==> src/common/wwdrf_pkg.sv <==
package wwdrf_pkg;

    // ************************************************************
    // Register map (register index, byte address is index times 4)
    // ************************************************************
    localparam int IDX_CFG      = 'h807;
    localparam int IDX_CTRL_A   = 'h80c;
    localparam int IDX_CTRL_B   = 'h80d;
    localparam int IDX_STATUS   = 'h810;
    localparam int IDX_FLAGS    = 'h813;
    localparam int IDX_MEM_VIOLATION_N     = 'h814;
    localparam logic [13:0] ADDR_CFG    = 14'(IDX_CFG * 4);
    localparam logic [13:0] ADDR_CTRL_A = 14'(IDX_CTRL_A * 4);
    localparam logic [13:0] ADDR_CTRL_B = 14'(IDX_CTRL_B * 4);
    localparam logic [13:0] ADDR_STATUS = 14'(IDX_STATUS * 4);
    localparam logic [13:0] ADDR_FLAGS  = 14'(IDX_FLAGS * 4);
    localparam logic [13:0] ADDR_MEM_VIOLATION_N   = 14'(IDX_MEM_VIOLATION_N * 4);

    // ************************************************************
    // Field positions
    // ************************************************************
    localparam int B_STK_OVF = 7;
    localparam int B_STK_UNF = 6;
    localparam int B_WIN_VIO = 5;
    localparam int B_TIMEOUT = 4;
    localparam int B_PIN_RST = 3;
    localparam int B_SOFT    = 2;
    localparam int B_POR     = 1;
    localparam int B_BROWN   = 0;
    localparam int B_MEM_VIOLATION_N    = 1;

    // ************************************************************
    // Reset values and encodings
    // ************************************************************
    localparam logic [7:0] FLAGS_RST       = 8'h3d;
    localparam logic [4:0] PS_ALL_ONES     = 5'h1f;
    localparam logic [4:0] PS_DEFAULT      = 5'h0b;
    localparam logic [4:0] PS_MAX          = 5'h12;
    localparam logic [2:0] WIN_FULL        = 3'h7;
    localparam logic [2:0] CLK_MID         = 3'h1;
    localparam logic [1:0] MODE_ON         = 2'h3;
    localparam logic [1:0] MODE_AWAKE      = 2'h2;
    localparam logic [1:0] MODE_SOFT       = 2'h1;
    localparam logic [1:0] CFG_MODE_RST    = 2'h3;
    localparam logic [2:0] CFG_CLK_RST     = 3'h0;
    localparam logic [4:0] PS_BASE_SHIFT   = 5'h05;
    localparam logic [4:0] PS_EIGHTH_SHIFT = 5'h02;

    // ************************************************************
    // Time base
    // ************************************************************
    localparam int CLK_HZ        = 125_000_000;
    localparam int LOW_OSC_HZ    = 31_000;
    localparam int MID_OSC_HZ    = 31_250;
    localparam logic [11:0] LOW_TICK_CYCLES = 12'(CLK_HZ / LOW_OSC_HZ);
    localparam logic [11:0] MID_TICK_CYCLES = 12'(CLK_HZ / MID_OSC_HZ);

    typedef struct packed {
        logic stack_over;
        logic stack_under;
        logic pin_reset;
        logic soft_reset;
        logic power_on;
        logic brown_out;
        logic mem_violation;
        logic dog_clear_instr;
        logic sleep;
        logic wake_int;
        logic ost_running;
    } wwdrf_evt_t;

endpackage

==> src/core/wwdrf_core.sv <==
`timescale 1ns/1ns
//Behaviour
// - Stack overflow event sets flag bit 7; firmware clears; power-on/brown-out clear it.
// - Stack underflow event sets flag bit 6; firmware clears; power-on/brown-out clear it.
// - Window violation reset clears bit 5; power-on or firmware one sets it.
// - Timeout reset clears bit 4; power-on, brown-out or firmware one set it.
// - Master clear pin reset clears bit 3; power-on, brown-out or firmware set it.
// - Reset instruction clears bit 2; power-on, brown-out or firmware set it.
// - Power-on reset clears bit 1; other resets leave it; firmware may set.
// - Brown-out reset clears bit 0; other resets leave it; firmware may set.
// - Memory violation clears second register bit 1; power-on/brown-out set it.
// - Missing clear within timeout period resets the device.
// - Time base is the 31 kHz or 31.25 kHz oscillator.
// - Mode upper bit set: clock source comes from configuration select.
// - Mode 01: software enable runs the dog, runtime clock select used.
// - Mode 11 always on, 10 off in sleep, 01 soft, 00 off.
// - Config period all ones: runtime prescale picks 1 ms to 256 s.
// - After any reset the default period is nominally 2 s when the config period is all ones.
// - Clear outside open window is a violation and resets.
// - Runtime window used only when config window equals 111.
// - Window open decided from counter against window boundary.
// - Dog cleared on resets, clears, sleep entry, wake interrupts, disable, OST, control writes.
// - Windowed clear needs a prior read of control A, else violation.
// - Timeout in sleep wakes instead of reset and updates TO/PD.
module wwdrf_core
    import wwdrf_pkg::*;
(
    input  wire logic        i_core_clk,
    input  wire logic        i_rst,
    input  wire logic [13:0] i_avs_address,
    input  wire logic        i_avs_read,
    input  wire logic        i_avs_write,
    input  wire logic [31:0] i_avs_writedata,
    input  wire logic [3:0]  i_avs_byteenable,
    input  wire wwdrf_evt_t  i_evt,
    output logic [31:0]      o_avs_readdata,
    output logic             o_avs_waitrequest,
    output logic             o_dog_reset,
    output logic             o_dog_wake,
    output logic             o_timeout_n,
    output logic             o_powerdown_n
);

    // ************************************************************
    // State
    // ************************************************************
    typedef struct packed {
        logic [7:0]  flags;
        logic        mem_ok;
        logic [1:0]  cfg_mode;
        logic [2:0]  cfg_clk;
        logic [4:0]  cfg_ps;
        logic [2:0]  cfg_win;
        logic [4:0]  rt_ps;
        logic        soft_en;
        logic [2:0]  rt_clk;
        logic [2:0]  rt_win;
        logic [11:0] presc;
        logic [23:0] cnt;
        logic        armed;
        logic        sleep_d;
        logic        dog_reset;
        logic        dog_wake;
        logic        to_n;
        logic        pd_n;
        logic        waitreq;
        logic [7:0]  rdata;
    } wwdrf_state_t;

    localparam wwdrf_state_t STATE_RST = '{
        flags: FLAGS_RST, mem_ok: 1'b1, cfg_mode: CFG_MODE_RST, cfg_clk: CFG_CLK_RST,
        cfg_ps: PS_ALL_ONES, cfg_win: WIN_FULL, rt_ps: PS_DEFAULT, soft_en: 1'b0,
        rt_clk: CFG_CLK_RST, rt_win: WIN_FULL, presc: 12'h000, cnt: 24'h000000,
        armed: 1'b0, sleep_d: 1'b0, dog_reset: 1'b0, dog_wake: 1'b0, to_n: 1'b1,
        pd_n: 1'b1, waitreq: 1'b1, rdata: 8'h00};

    wwdrf_state_t s_reg;
    wwdrf_state_t s_next;

    // ************************************************************
    // Derived watchdog controls
    // ************************************************************
    logic        running;
    logic [2:0]  clk_sel;
    logic [4:0]  ps_raw;
    logic [4:0]  ps;
    logic [2:0]  win;
    logic        windowed;
    logic [23:0] limit;
    logic [2:0]  eighth;
    logic        win_open;
    logic [11:0] tick_max;
    logic        tick;
    logic        timeout;
    logic        violation;
    logic        valid_clear;
    logic        any_ext_reset;
    logic        rd_fire;
    logic        wr_fire;
    logic        ctrl_write;

    assign running = (s_reg.cfg_mode == MODE_ON)
                   | (s_reg.cfg_mode == MODE_AWAKE & ~i_evt.sleep)
                   | (s_reg.cfg_mode == MODE_SOFT & s_reg.soft_en);
    assign clk_sel = s_reg.cfg_mode[1] ? s_reg.cfg_clk : s_reg.rt_clk;
    assign tick_max = (clk_sel == CLK_MID) ? MID_TICK_CYCLES - 12'h001
                                           : LOW_TICK_CYCLES - 12'h001;
    assign ps_raw = (s_reg.cfg_ps == PS_ALL_ONES) ? s_reg.rt_ps : s_reg.cfg_ps;
    // Reserved codes fall back to the shortest interval
    assign ps = (ps_raw > PS_MAX) ? 5'h00 : ps_raw;
    assign limit = 24'h000001 << (ps + PS_BASE_SHIFT);
    assign eighth = 3'(s_reg.cnt >> (ps + PS_EIGHTH_SHIFT));
    assign win = (s_reg.cfg_win == WIN_FULL) ? s_reg.rt_win : s_reg.cfg_win;
    assign windowed = (win != WIN_FULL);
    assign win_open = ~windowed | (eighth >= (WIN_FULL - win));
    assign tick = running & (s_reg.presc == tick_max);
    assign timeout = tick & (s_reg.cnt == limit - 24'h000001);
    assign violation = running & i_evt.dog_clear_instr & windowed
                     & (~s_reg.armed | ~win_open);
    assign valid_clear = i_evt.dog_clear_instr & ~violation;
    assign any_ext_reset = i_evt.pin_reset | i_evt.soft_reset | i_evt.power_on
                         | i_evt.brown_out | i_evt.mem_violation;
    assign rd_fire = i_avs_read & ~s_reg.waitreq;
    assign wr_fire = i_avs_write & ~s_reg.waitreq & i_avs_byteenable[0];
    assign ctrl_write = wr_fire & (i_avs_address == ADDR_CTRL_A | i_avs_address == ADDR_CTRL_B);

    // ************************************************************
    // Next state
    // ************************************************************
    always_comb begin
        logic dog_clear;
        logic sleep_rise;
        logic own_reset;
        dog_clear = 1'b0;
        sleep_rise = i_evt.sleep & ~s_reg.sleep_d;
        own_reset = (timeout & ~i_evt.sleep) | violation;
        s_next = s_reg;
        s_next.dog_reset = 1'b0;
        s_next.dog_wake = 1'b0;
        s_next.sleep_d = i_evt.sleep;

        // One wait state: request seen, answer on the next edge
        if ((i_avs_read | i_avs_write) & s_reg.waitreq) begin
            s_next.waitreq = 1'b0;
            case (i_avs_address)
                ADDR_CFG:    s_next.rdata = {s_reg.cfg_win, s_reg.cfg_ps};
                ADDR_CTRL_A: s_next.rdata = {2'b00, ps_raw, s_reg.soft_en};
                ADDR_CTRL_B: s_next.rdata = {1'b0, s_reg.rt_clk, 1'b0, s_reg.rt_win};
                ADDR_STATUS: s_next.rdata = {s_reg.cfg_mode, running, win_open, s_reg.armed, eighth};
                ADDR_FLAGS:  s_next.rdata = s_reg.flags;
                ADDR_MEM_VIOLATION_N:   s_next.rdata = {6'h00, s_reg.mem_ok, 1'b0};
                default:     s_next.rdata = 8'h00;
            endcase
        end else begin
            s_next.waitreq = 1'b1;
        end

        if (wr_fire) begin
            case (i_avs_address)
                ADDR_CFG: begin
                    s_next.cfg_win = i_avs_writedata[7:5];
                    s_next.cfg_ps = i_avs_writedata[4:0];
                    s_next.cfg_clk = i_avs_writedata[10:8];
                    s_next.cfg_mode = i_avs_writedata[12:11];
                end
                ADDR_CTRL_A: begin
                    // Prescale is read-only unless the config period defers to it
                    if (s_reg.cfg_ps == PS_ALL_ONES) begin
                        s_next.rt_ps = i_avs_writedata[5:1];
                    end
                    s_next.soft_en = i_avs_writedata[0];
                end
                ADDR_CTRL_B: begin
                    s_next.rt_clk = i_avs_writedata[6:4];
                    s_next.rt_win = i_avs_writedata[2:0];
                end
                ADDR_FLAGS: s_next.flags = i_avs_writedata[7:0];
                ADDR_MEM_VIOLATION_N:  s_next.mem_ok = i_avs_writedata[B_MEM_VIOLATION_N];
                default: ;
            endcase
        end
        if (rd_fire & i_avs_address == ADDR_CTRL_A) begin
            s_next.armed = 1'b1;
        end

        // Hardware events after firmware writes so they win a same-cycle clash
        if (i_evt.stack_over) begin
            s_next.flags[B_STK_OVF] = 1'b1;
        end
        if (i_evt.stack_under) begin
            s_next.flags[B_STK_UNF] = 1'b1;
        end
        if (i_evt.pin_reset) begin
            s_next.flags[B_PIN_RST] = 1'b0;
        end
        if (i_evt.soft_reset) begin
            s_next.flags[B_SOFT] = 1'b0;
        end
        if (i_evt.mem_violation) begin
            s_next.mem_ok = 1'b0;
        end
        if (i_evt.brown_out) begin
            s_next.flags[B_STK_OVF] = 1'b0;
            s_next.flags[B_STK_UNF] = 1'b0;
            s_next.flags[B_TIMEOUT] = 1'b1;
            s_next.flags[B_PIN_RST] = 1'b1;
            s_next.flags[B_SOFT] = 1'b1;
            s_next.flags[B_BROWN] = 1'b0;
            s_next.mem_ok = 1'b1;
        end
        if (i_evt.power_on) begin
            s_next.flags[B_STK_OVF] = 1'b0;
            s_next.flags[B_STK_UNF] = 1'b0;
            s_next.flags[B_WIN_VIO] = 1'b1;
            s_next.flags[B_TIMEOUT] = 1'b1;
            s_next.flags[B_PIN_RST] = 1'b1;
            s_next.flags[B_SOFT] = 1'b1;
            s_next.flags[B_POR] = 1'b0;
            s_next.mem_ok = 1'b1;
            s_next.to_n = 1'b1;
            s_next.pd_n = 1'b1;
        end

        if (violation) begin
            s_next.flags[B_WIN_VIO] = 1'b0;
        end
        if (timeout & ~i_evt.sleep) begin
            s_next.flags[B_TIMEOUT] = 1'b0;
            s_next.to_n = 1'b0;
        end
        if (timeout & i_evt.sleep) begin
            s_next.dog_wake = 1'b1;
            s_next.to_n = 1'b0;
            s_next.pd_n = 1'b0;
        end else if (sleep_rise) begin
            s_next.to_n = 1'b1;
            s_next.pd_n = 1'b0;
        end else if (valid_clear) begin
            s_next.to_n = 1'b1;
            s_next.pd_n = 1'b1;
        end
        s_next.dog_reset = own_reset;

        // Every reset returns the runtime prescale to the default period, or to the config period when that is not all ones
        if (own_reset | any_ext_reset) begin
            s_next.rt_ps = (s_next.cfg_ps == PS_ALL_ONES) ? PS_DEFAULT : s_next.cfg_ps;
            s_next.soft_en = 1'b0;
            s_next.rt_win = WIN_FULL;
            s_next.rt_clk = CFG_CLK_RST;
        end

        if (i_evt.dog_clear_instr) begin
            s_next.armed = 1'b0;
        end
        dog_clear = own_reset | any_ext_reset | valid_clear | sleep_rise | i_evt.wake_int
                  | ~running | i_evt.ost_running | ctrl_write | timeout;
        if (dog_clear) begin
            s_next.presc = 12'h000;
            s_next.cnt = 24'h000000;
        end else if (tick) begin
            s_next.presc = 12'h000;
            s_next.cnt = s_reg.cnt + 24'h000001;
        end else begin
            s_next.presc = s_reg.presc + 12'h001;
        end
        if (own_reset | any_ext_reset) begin
            s_next.armed = 1'b0;
        end
    end

    always_ff @(posedge i_core_clk or posedge i_rst) begin
        if (i_rst) begin
            s_reg <= STATE_RST;
        end else begin
            s_reg <= s_next;
        end
    end

    assign o_avs_readdata = {24'h000000, s_reg.rdata};
    assign o_avs_waitrequest = s_reg.waitreq;
    assign o_dog_reset = s_reg.dog_reset;
    assign o_dog_wake = s_reg.dog_wake;
    assign o_timeout_n = s_reg.to_n;
    assign o_powerdown_n = s_reg.pd_n;
endmodule // wwdrf_core

==> config.mk <==
export PLATFORM = sky130hd
export DESIGN_NAME = wwdrf_core
export DESIGN_NICKNAME = d
export VERILOG_FILES = /design/src/common/wwdrf_pkg.sv /design/src/core/wwdrf_core.sv
export SDC_FILE = /design/constraint.sdc
export NUM_CORES = 1
export LEC_CHECK = 0
export BUFFER_PORTS_ARGS = -buffer_cell sky130_fd_sc_hd__buf_2
export CAP_MARGIN = 5
export CORE_MARGIN = 2
export CORE_UTILIZATION = 53
export CTS_CLUSTER_DIAMETER = 150
export DETAILED_ROUTE_END_ITERATION = 8
export PLACE_DENSITY = 0.76
export SLEW_MARGIN = 5
export SYNTH_ARGS = -nofsm -noshare
export SYNTH_HDL_FRONTEND = slang
export SYNTH_SLANG_ARGS = --single-unit
==> constraint.sdc <==
create_clock -name i_core_clk -period 5.4 [get_ports i_core_clk]
set_input_delay 0.27 -clock i_core_clk [delete_from_list [all_inputs] [get_ports i_core_clk]]
set_output_delay 0.27 -clock i_core_clk [all_outputs]
set_load 0.02 [all_outputs]
# Yosys cells after proc, flatten, opt, wreduce, memory -nomap -nowiden

Cells that the tools add are included.

Add/sub/neg operators: 6
Order comparisons: 2
Equal/unequal tests: 16
Shift operators: 2
Mux-type cells: 40
Bitwise gates (word level): 44
Reduce and logical (&&, ||, !) cells: 39

Operators with widths:

| operator                                           | count |
|---|---|
| equality test 14 bit, second input constant        | 6 |
| nonzero test 4 bit                                 | 13 |
| one-hot mux 8 bit (6 select lines)                 | 1 |
| 2-to-1 mux 36 bit                                  | 1 |
| 2-to-1 mux 34 bit                                  | 1 |
| adder 24 x 1 -> 24 bit, second input constant      | 1 |
| equality test 24 bit                               | 1 |
| 2-to-1 mux 12 bit                                  | 2 |
| 2-to-1 mux 24 bit                                  | 1 |
| AND reduction 2 bit                                | 12 |
| << shifter 1 x 5 -> 24 bit, first input constant   | 1 |
| right shift 24 x 5 -> 3 bit                        | 1 |
| subtractor 24 x 1 -> 24 bit, second input constant | 1 |
| 2-to-1 mux 5 bit                                   | 4 |
| OR 1 bit                                           | 19 |
| 2-to-1 mux 6 bit                                   | 3 |
| nonzero test 2 bit                                 | 9 |
| AND 1 bit                                          | 17 |
| 2-to-1 mux 1 bit                                   | 15 |
| 2-to-1 mux 13 bit                                  | 1 |
| adder 12 x 1 -> 12 bit, second input constant      | 1 |
| equality test 12 bit                               | 1 |
| 2-to-1 mux 2 bit                                   | 6 |
| equality test 5 bit, second input constant         | 2 |
| other kinds (17)                                   | 29 |

Register bits: 85
Input port bits: 65
Output and inout port bits: 37
Logic and storage cells: 176

# Longest topological paths before layout

Word-level depth: 21
Mapped depth: 26

# Worst setup path after synthesis

OpenSTA, ideal clock, no wires.

Kind: reg-to-reg
Start point: reg s_reg[69] in the netlist's numbering
End point: reg s_reg[43] in the netlist's numbering
Library setup time: 0.119 ns
Arrival time: 5.367 ns
Slack: -0.085 ns
Cell stages (with the launch flop): 27
Period minus slack after synthesis: 5.485 ns
Path through: dfstp_2 -> buf_4 -> nand4_1 -> o21ai_0 -> buf_2 -> a21oi_1 -> nor2_1 -> buf_2 -> ha_1 -> clkbuf_1 -> o221ai_1 -> nor3_1 -> a31oi_1 -> o21ai_0 -> a21oi_1 -> ha_1 -> nand2b_1 -> a21o_1 -> a21o_1 -> a2111oi_0 -> nor2_1 -> and4b_1 -> a21bo_1 -> buf_2 -> or2_1 -> buf_4 -> nor2_1

RTL lines:

| element                | line              | RTL |
|---|---|---|
| start, declared        | wwdrf_core.sv:77  | `wwdrf_state_t s_reg;` |
| start signal, assigned | wwdrf_core.sv:275 | `s_reg <= s_next;` |

# Worst setup path in the final report

Start point: reg s_reg[70] in the netlist's numbering
End point: reg s_reg[25] in the netlist's numbering

Longest elaborated chain between the ends: 21
Elaborated cells on any way between the ends: 30
Classes of those cells: 3 x add/sub; 2 x order compare; 2 x eq/ne; 2 x shift; 3 x mux; 17 x bitwise; 1 x reduce/logical

Ends and longest elaborated chain:

| element                                                                              | line              | RTL |
|---|---|---|
| equality test 5 bit                                                                  | wwdrf_core.sv:108 | `assign ps_raw = (s_reg.cfg_ps == PS_ALL_ONES) ? s_reg.rt_ps : s_reg.cfg_ps;` |
| 2-to-1 mux 5 bit *                                                                   | wwdrf_core.sv:108 |  |
| > comparator 5 bit                                                                   | wwdrf_core.sv:110 | `assign ps = (ps_raw > PS_MAX) ? 5'h00 : ps_raw;` |
| 2-to-1 mux 5 bit *                                                                   | wwdrf_core.sv:110 |  |
| parallel branches: the longest is 15 deep, another holds subtractor 24 x 1 -> 24 bit | n/a               |  |
| OR 1 bit *                                                                           | wwdrf_core.sv:256 | `\| ~running \| i_evt.ost_running \| ctrl_write \| timeout;` |
| 2-to-1 mux 36 bit or nonzero test 2 bit (tied branches)                              | n/a               |  |

Every way passes the cells marked *.
A chain may end at the register's enable or synchronous reset.

==> qor_table.md <==
| Stage | Quantity | This run |
|---|---|---|
| setup path | Required time reported for the critical path endpoint | 5620 ps |
| timing | Clock skew after layout | 12.05 ps |
| logic synthesis | Synth warn | 0 |
| cells and area | Core occupancy in the finished layout | 61.00% |
| logic synthesis | Synth cell count leaders | 97 x nor2_1, 63 x nand2_1, 60 x dfrtp_1 |
| logic synthesis | Top cells by area in the synthesized netlist | dfrtp_1 23%, dfstp_2 9.9%, nor2_1 5.5% |
| logic synthesis | Most frequent cell after synthesis | nor2_1 |
| floorplan | Core Area | 0.01211 sq mm |
| outcome | Status | finished, final reports clean |
| floorplan | IO Count | 102 |
| worst hold path | Number of cells on the worst hold path | 2 |
| logic synthesis | Sequential element share of the synthesized area | 32.44% |
| global route | First-pass GRT wire length | 31,290 microns |
| setup path | Critical Path Sink | s_reg[25] |
| clocking | Clock tree from TritonCTS | done |
| floorplan | Die area | 0.01346 sq mm |
| logic synthesis | Average cell area after synthesis | 8.507 sq um |
| place | Last weighted congestion value of the routability-driven placer | 1.019 |
| setup path | CP startpoint kind | flip-flop |
| timing | Final hold violation count | 0 |
| logic synthesis | Cell type with the largest total area after synthesis | dfrtp_1 |
| floorplan | Num rows | 40 |
| timing | Share of the cycle needed by the critical path after routing | 93.59% |
| drt | Count of unresolved DRC violations after routing | 0 |
| setup path | Slowest stage cell, crit path | dfstp_2 |
| cells and area | Fill cells | 1,105 |
| logic synthesis | Syn Inst Count | 782 |
| drt | Drt total wl | 19,090 microns |
| clocking | Bufs on Longest Clock Path | 2 |
| timing | Number of failing setup endpoints in the final timing report | 0 |
| floorplan | Effective utilization at floorplan | 54.93% |
| floorplan | Die Span Y | 116.0 microns |
| logic synthesis | Cell Area, Synth | 0.006653 sq mm |
| setup path | Critical path capture point type | flip-flop |
| place | Worst-case setup slack after placement | 12.49 ps |
| drt | DRT iter0 DRCs | 671 |
| clocking | Deepest level of the CTS H-tree | 3 |
| floorplan | Die outline width | 116.0 microns |
| timing | Number of max-slew violations in the final report | 0 |
| timing | Final worst path period need | 5054 ps |
| setup path | Destination of the worst register-to-register timing path | s_reg[25] |
| logic synthesis | Portion of synthesized cell area occupied by the leading cell type | 22.57% |
| setup path | Crit Path Max Fanout | 24 |
| setup path | Critical register-to-register path startpoint | s_reg[70] |
| clocking | Number of buffers inserted for hold repair after clock tree synthesis | 0 |
| drt | First-pass iteration count of the detailed router | 5 |
| setup path | FF-to-FF setup slack | 350 ps |
| setup path | Path depth of the worst reg2reg path | 17 |
| clocking | Clock transition at the registers of the reported paths | 70 ps |
| drt | DRT antenna net count | 0 |
| setup path | Chain of cells forming the critical path | buf_4 -> inv_1 -> a2bb2oi_2 -> inv_1 -> ha_1 -> xnor2_1 -> mux4_2 -> mux2_2 -> o22ai_1 -> ha_1 -> a21o_1 -> a2111oi_2 -> nor2_1 -> and4b_1 -> a21bo_1 -> buf_6 -> nor2_1 |
| clocking | CTS Buf Count | 9 |
| global route | Number of antenna violations at the first check in global routing | 0 |
| cells and area | Area added between synthesis and finish | 11.06% |
| cells and area | Layout Nets | 907 |
| pwr | Total power | 0.001367 W |
| drt | Via count | 6,329 |
| job | Number of violations of the max-capacitance limit | 0 |
| timing | Actual transition at the worst max-transition pin | 1060 ps |
| setup path | Startpoint of the most critical setup path | s_reg[70] |
| pwr | Worst vdd rail ir drop | 0.1939 mV |
| timing | Final worst-path setup slack | 346.1 ps |
| setup path | Largest incremental delay on the critical path | 550 ps |
| drt | Post-DR wirelength/cell | 18.96 microns |
| logic synthesis | Fraction of registers with async set or reset after synthesis | 100.0% |
| setup path | Type of the setup path with the least slack | flip-flop to flip-flop |
| logic synthesis | Number of enable flip-flop cells after synthesis | 0 |
| pwr | Leakage power total | 3.006 nW |
| global route | Total global routing overflow | 0 |
| timing | Achievable clock frequency | 0.1979 GHz |
| timing | Final total negative setup slack | 0 ps |
| clocking | Clock latency on the worst-skew pair | 350 ps |
| drt | Average via count per standard cell | 6.285 |
| timing | Relative slew slack | 29.32% |
| place | Count of buffers inserted at the top-level ports | 55 |
| place | HPWL Detailed | 14,400 microns |
| logic synthesis | Synth Register Bits | 85 |
| clocking | Number of sinks on the clock net | 85 |
| worst hold path | Classification of the worst-slack hold path | input pin to flip-flop |
| cells and area | Share of final-layout standard cells stronger than drive strength 1 | 20.62% |
| logic synthesis | Top FF cell, synth | dfrtp_1 |
| setup path | Data arrival time of the critical path | 5280 ps |
| global route | Maximum number of pins on one net before global-route repair | 86 |
| cells and area | Flip-flop count of the largest register after layout | 72 |
| logic synthesis | Number of distinct library cell variants in the gate-level netlist after synthesis | 86 |
| pwr | Power density of the placed cells | 185.1 mW/mm^2 |
| global route | Tot GR Track Use | 29.74% |
| cells and area | N_diodes | 0 |
| global route | Number of global-route vias before repair | 6,074 |
| clocking | Root buffer selected by CTS | clkbuf_16 |
==> how the worst min path moves through the flow <==
stage | endpoint | startpoint | slack, ps
5_1_grt | s_reg[77] | i_evt[5] | 70
3_3_place_gp | s_reg[77] | i_evt[5] | 400
3_5_place_dp | s_reg[77] | i_evt[5] | 410
2_1_floorplan | s_reg[77] | i_evt[5] | 300
6_report | s_reg[77] | i_evt[5] | 60
4_1_cts | s_reg[77] | i_evt[5] | 50
==> area by class of cell <==
type | count | area (sq um) | share of cell area (%)
multi-input combinational | 620 | 4066 | 55.04
sequential | 85 | 2158 | 29.21
timing repair buffer | 88 | 539.3 | 7.299
clock buffer | 10 | 229.0 | 3.099
tap | 168 | 210.2 | 2.845
inverter | 30 | 113.9 | 1.541
clock inverter | 6 | 71.32 | 0.9653
==> per-layer routing <==
metal  global-route usage [%]  routed length [microns]  part of all wire (%)
met2                    48.03                     8820                    46
met4                    8.730                      552                   2.9
met3                    6.172                     1608                   8.4
met5                        0                        0                     0
met1                    40.61                     8112                    42
==> repair_timing <==
action / CTS / global route
pin swaps: 0 / 2
resized for setup: 1 / 8
endpoints found under the setup margin: 11 / 49
gates cloned: 0 / 0
setup buffers: 0 / 1
==> kinds of logic after synthesis <==
kind of cell | synth area share, %
AO/OA/AOI/OAI | 18.32
XOR/XNOR | 7.598
adder cells (fa/ha/maj) | 1.505
buffers and inverters | 8.181
flip-flops | 32.44
multiplexers | 8.200
other | 0.1129
AND/OR/NAND/NOR | 23.64
==> per-stage QoR <==
step                      cell area, sq um  hold slack, ps  std cells
after floorplan                       6740           299.4        805
after global placement                7036           404.5        990
after detailed placement              7036           410.8        990
after CTS                             7336           51.43       1006
after global routing                  7388           65.57       1007
final                                 7388           57.59       1007
==> cell usage in the layout, fill, tap and decap left out, types with 4 or more instances in the layout <==
cell type and n:
nand2_1 63, or4_1 4, conb_1 25, nand3_1 26
a31oi_1 5, nor2b_1 6, buf_4 31, a21o_1 9
nand2b_1 5, xnor2_1 32, buf_2 55, or3_1 11
mux2_2 14, nand3_2 4, a222oi_1 7, dfrtp_1 60
a211o_1 4, o211ai_1 5, o21ai_0 38, o31ai_1 4
dfstp_2 25, ha_1 7, xor2_1 23, o32a_1 4
a21oi_1 37, nand4_1 20, o21a_1 8, nor3_1 21
mux2i_1 32, nor4_1 11, and3_1 8, inv_1 29
clkbuf_16 9, nor2_1 97, o22ai_1 9
==> worst max-delay path: cells and delay by family (launching register included) <==
kind	cells	cell delay, ps
mux	2	620
fa+ha+maj	2	560
flops	1	550
xor+xnor	1	280
buf+inv	4	860
compound gates	5	1620
simple gates	3	440
==> power breakdown <==
group | switching [W] | internal (W) | leakage (nW)
logic | 0.0000610 | 0.0000236 | 1.77
clock network | 0.000274 | 0.000364 | 0.145
registers | 0.00000250 | 0.000643 | 1.09
(Power assumes the default switching activity.)
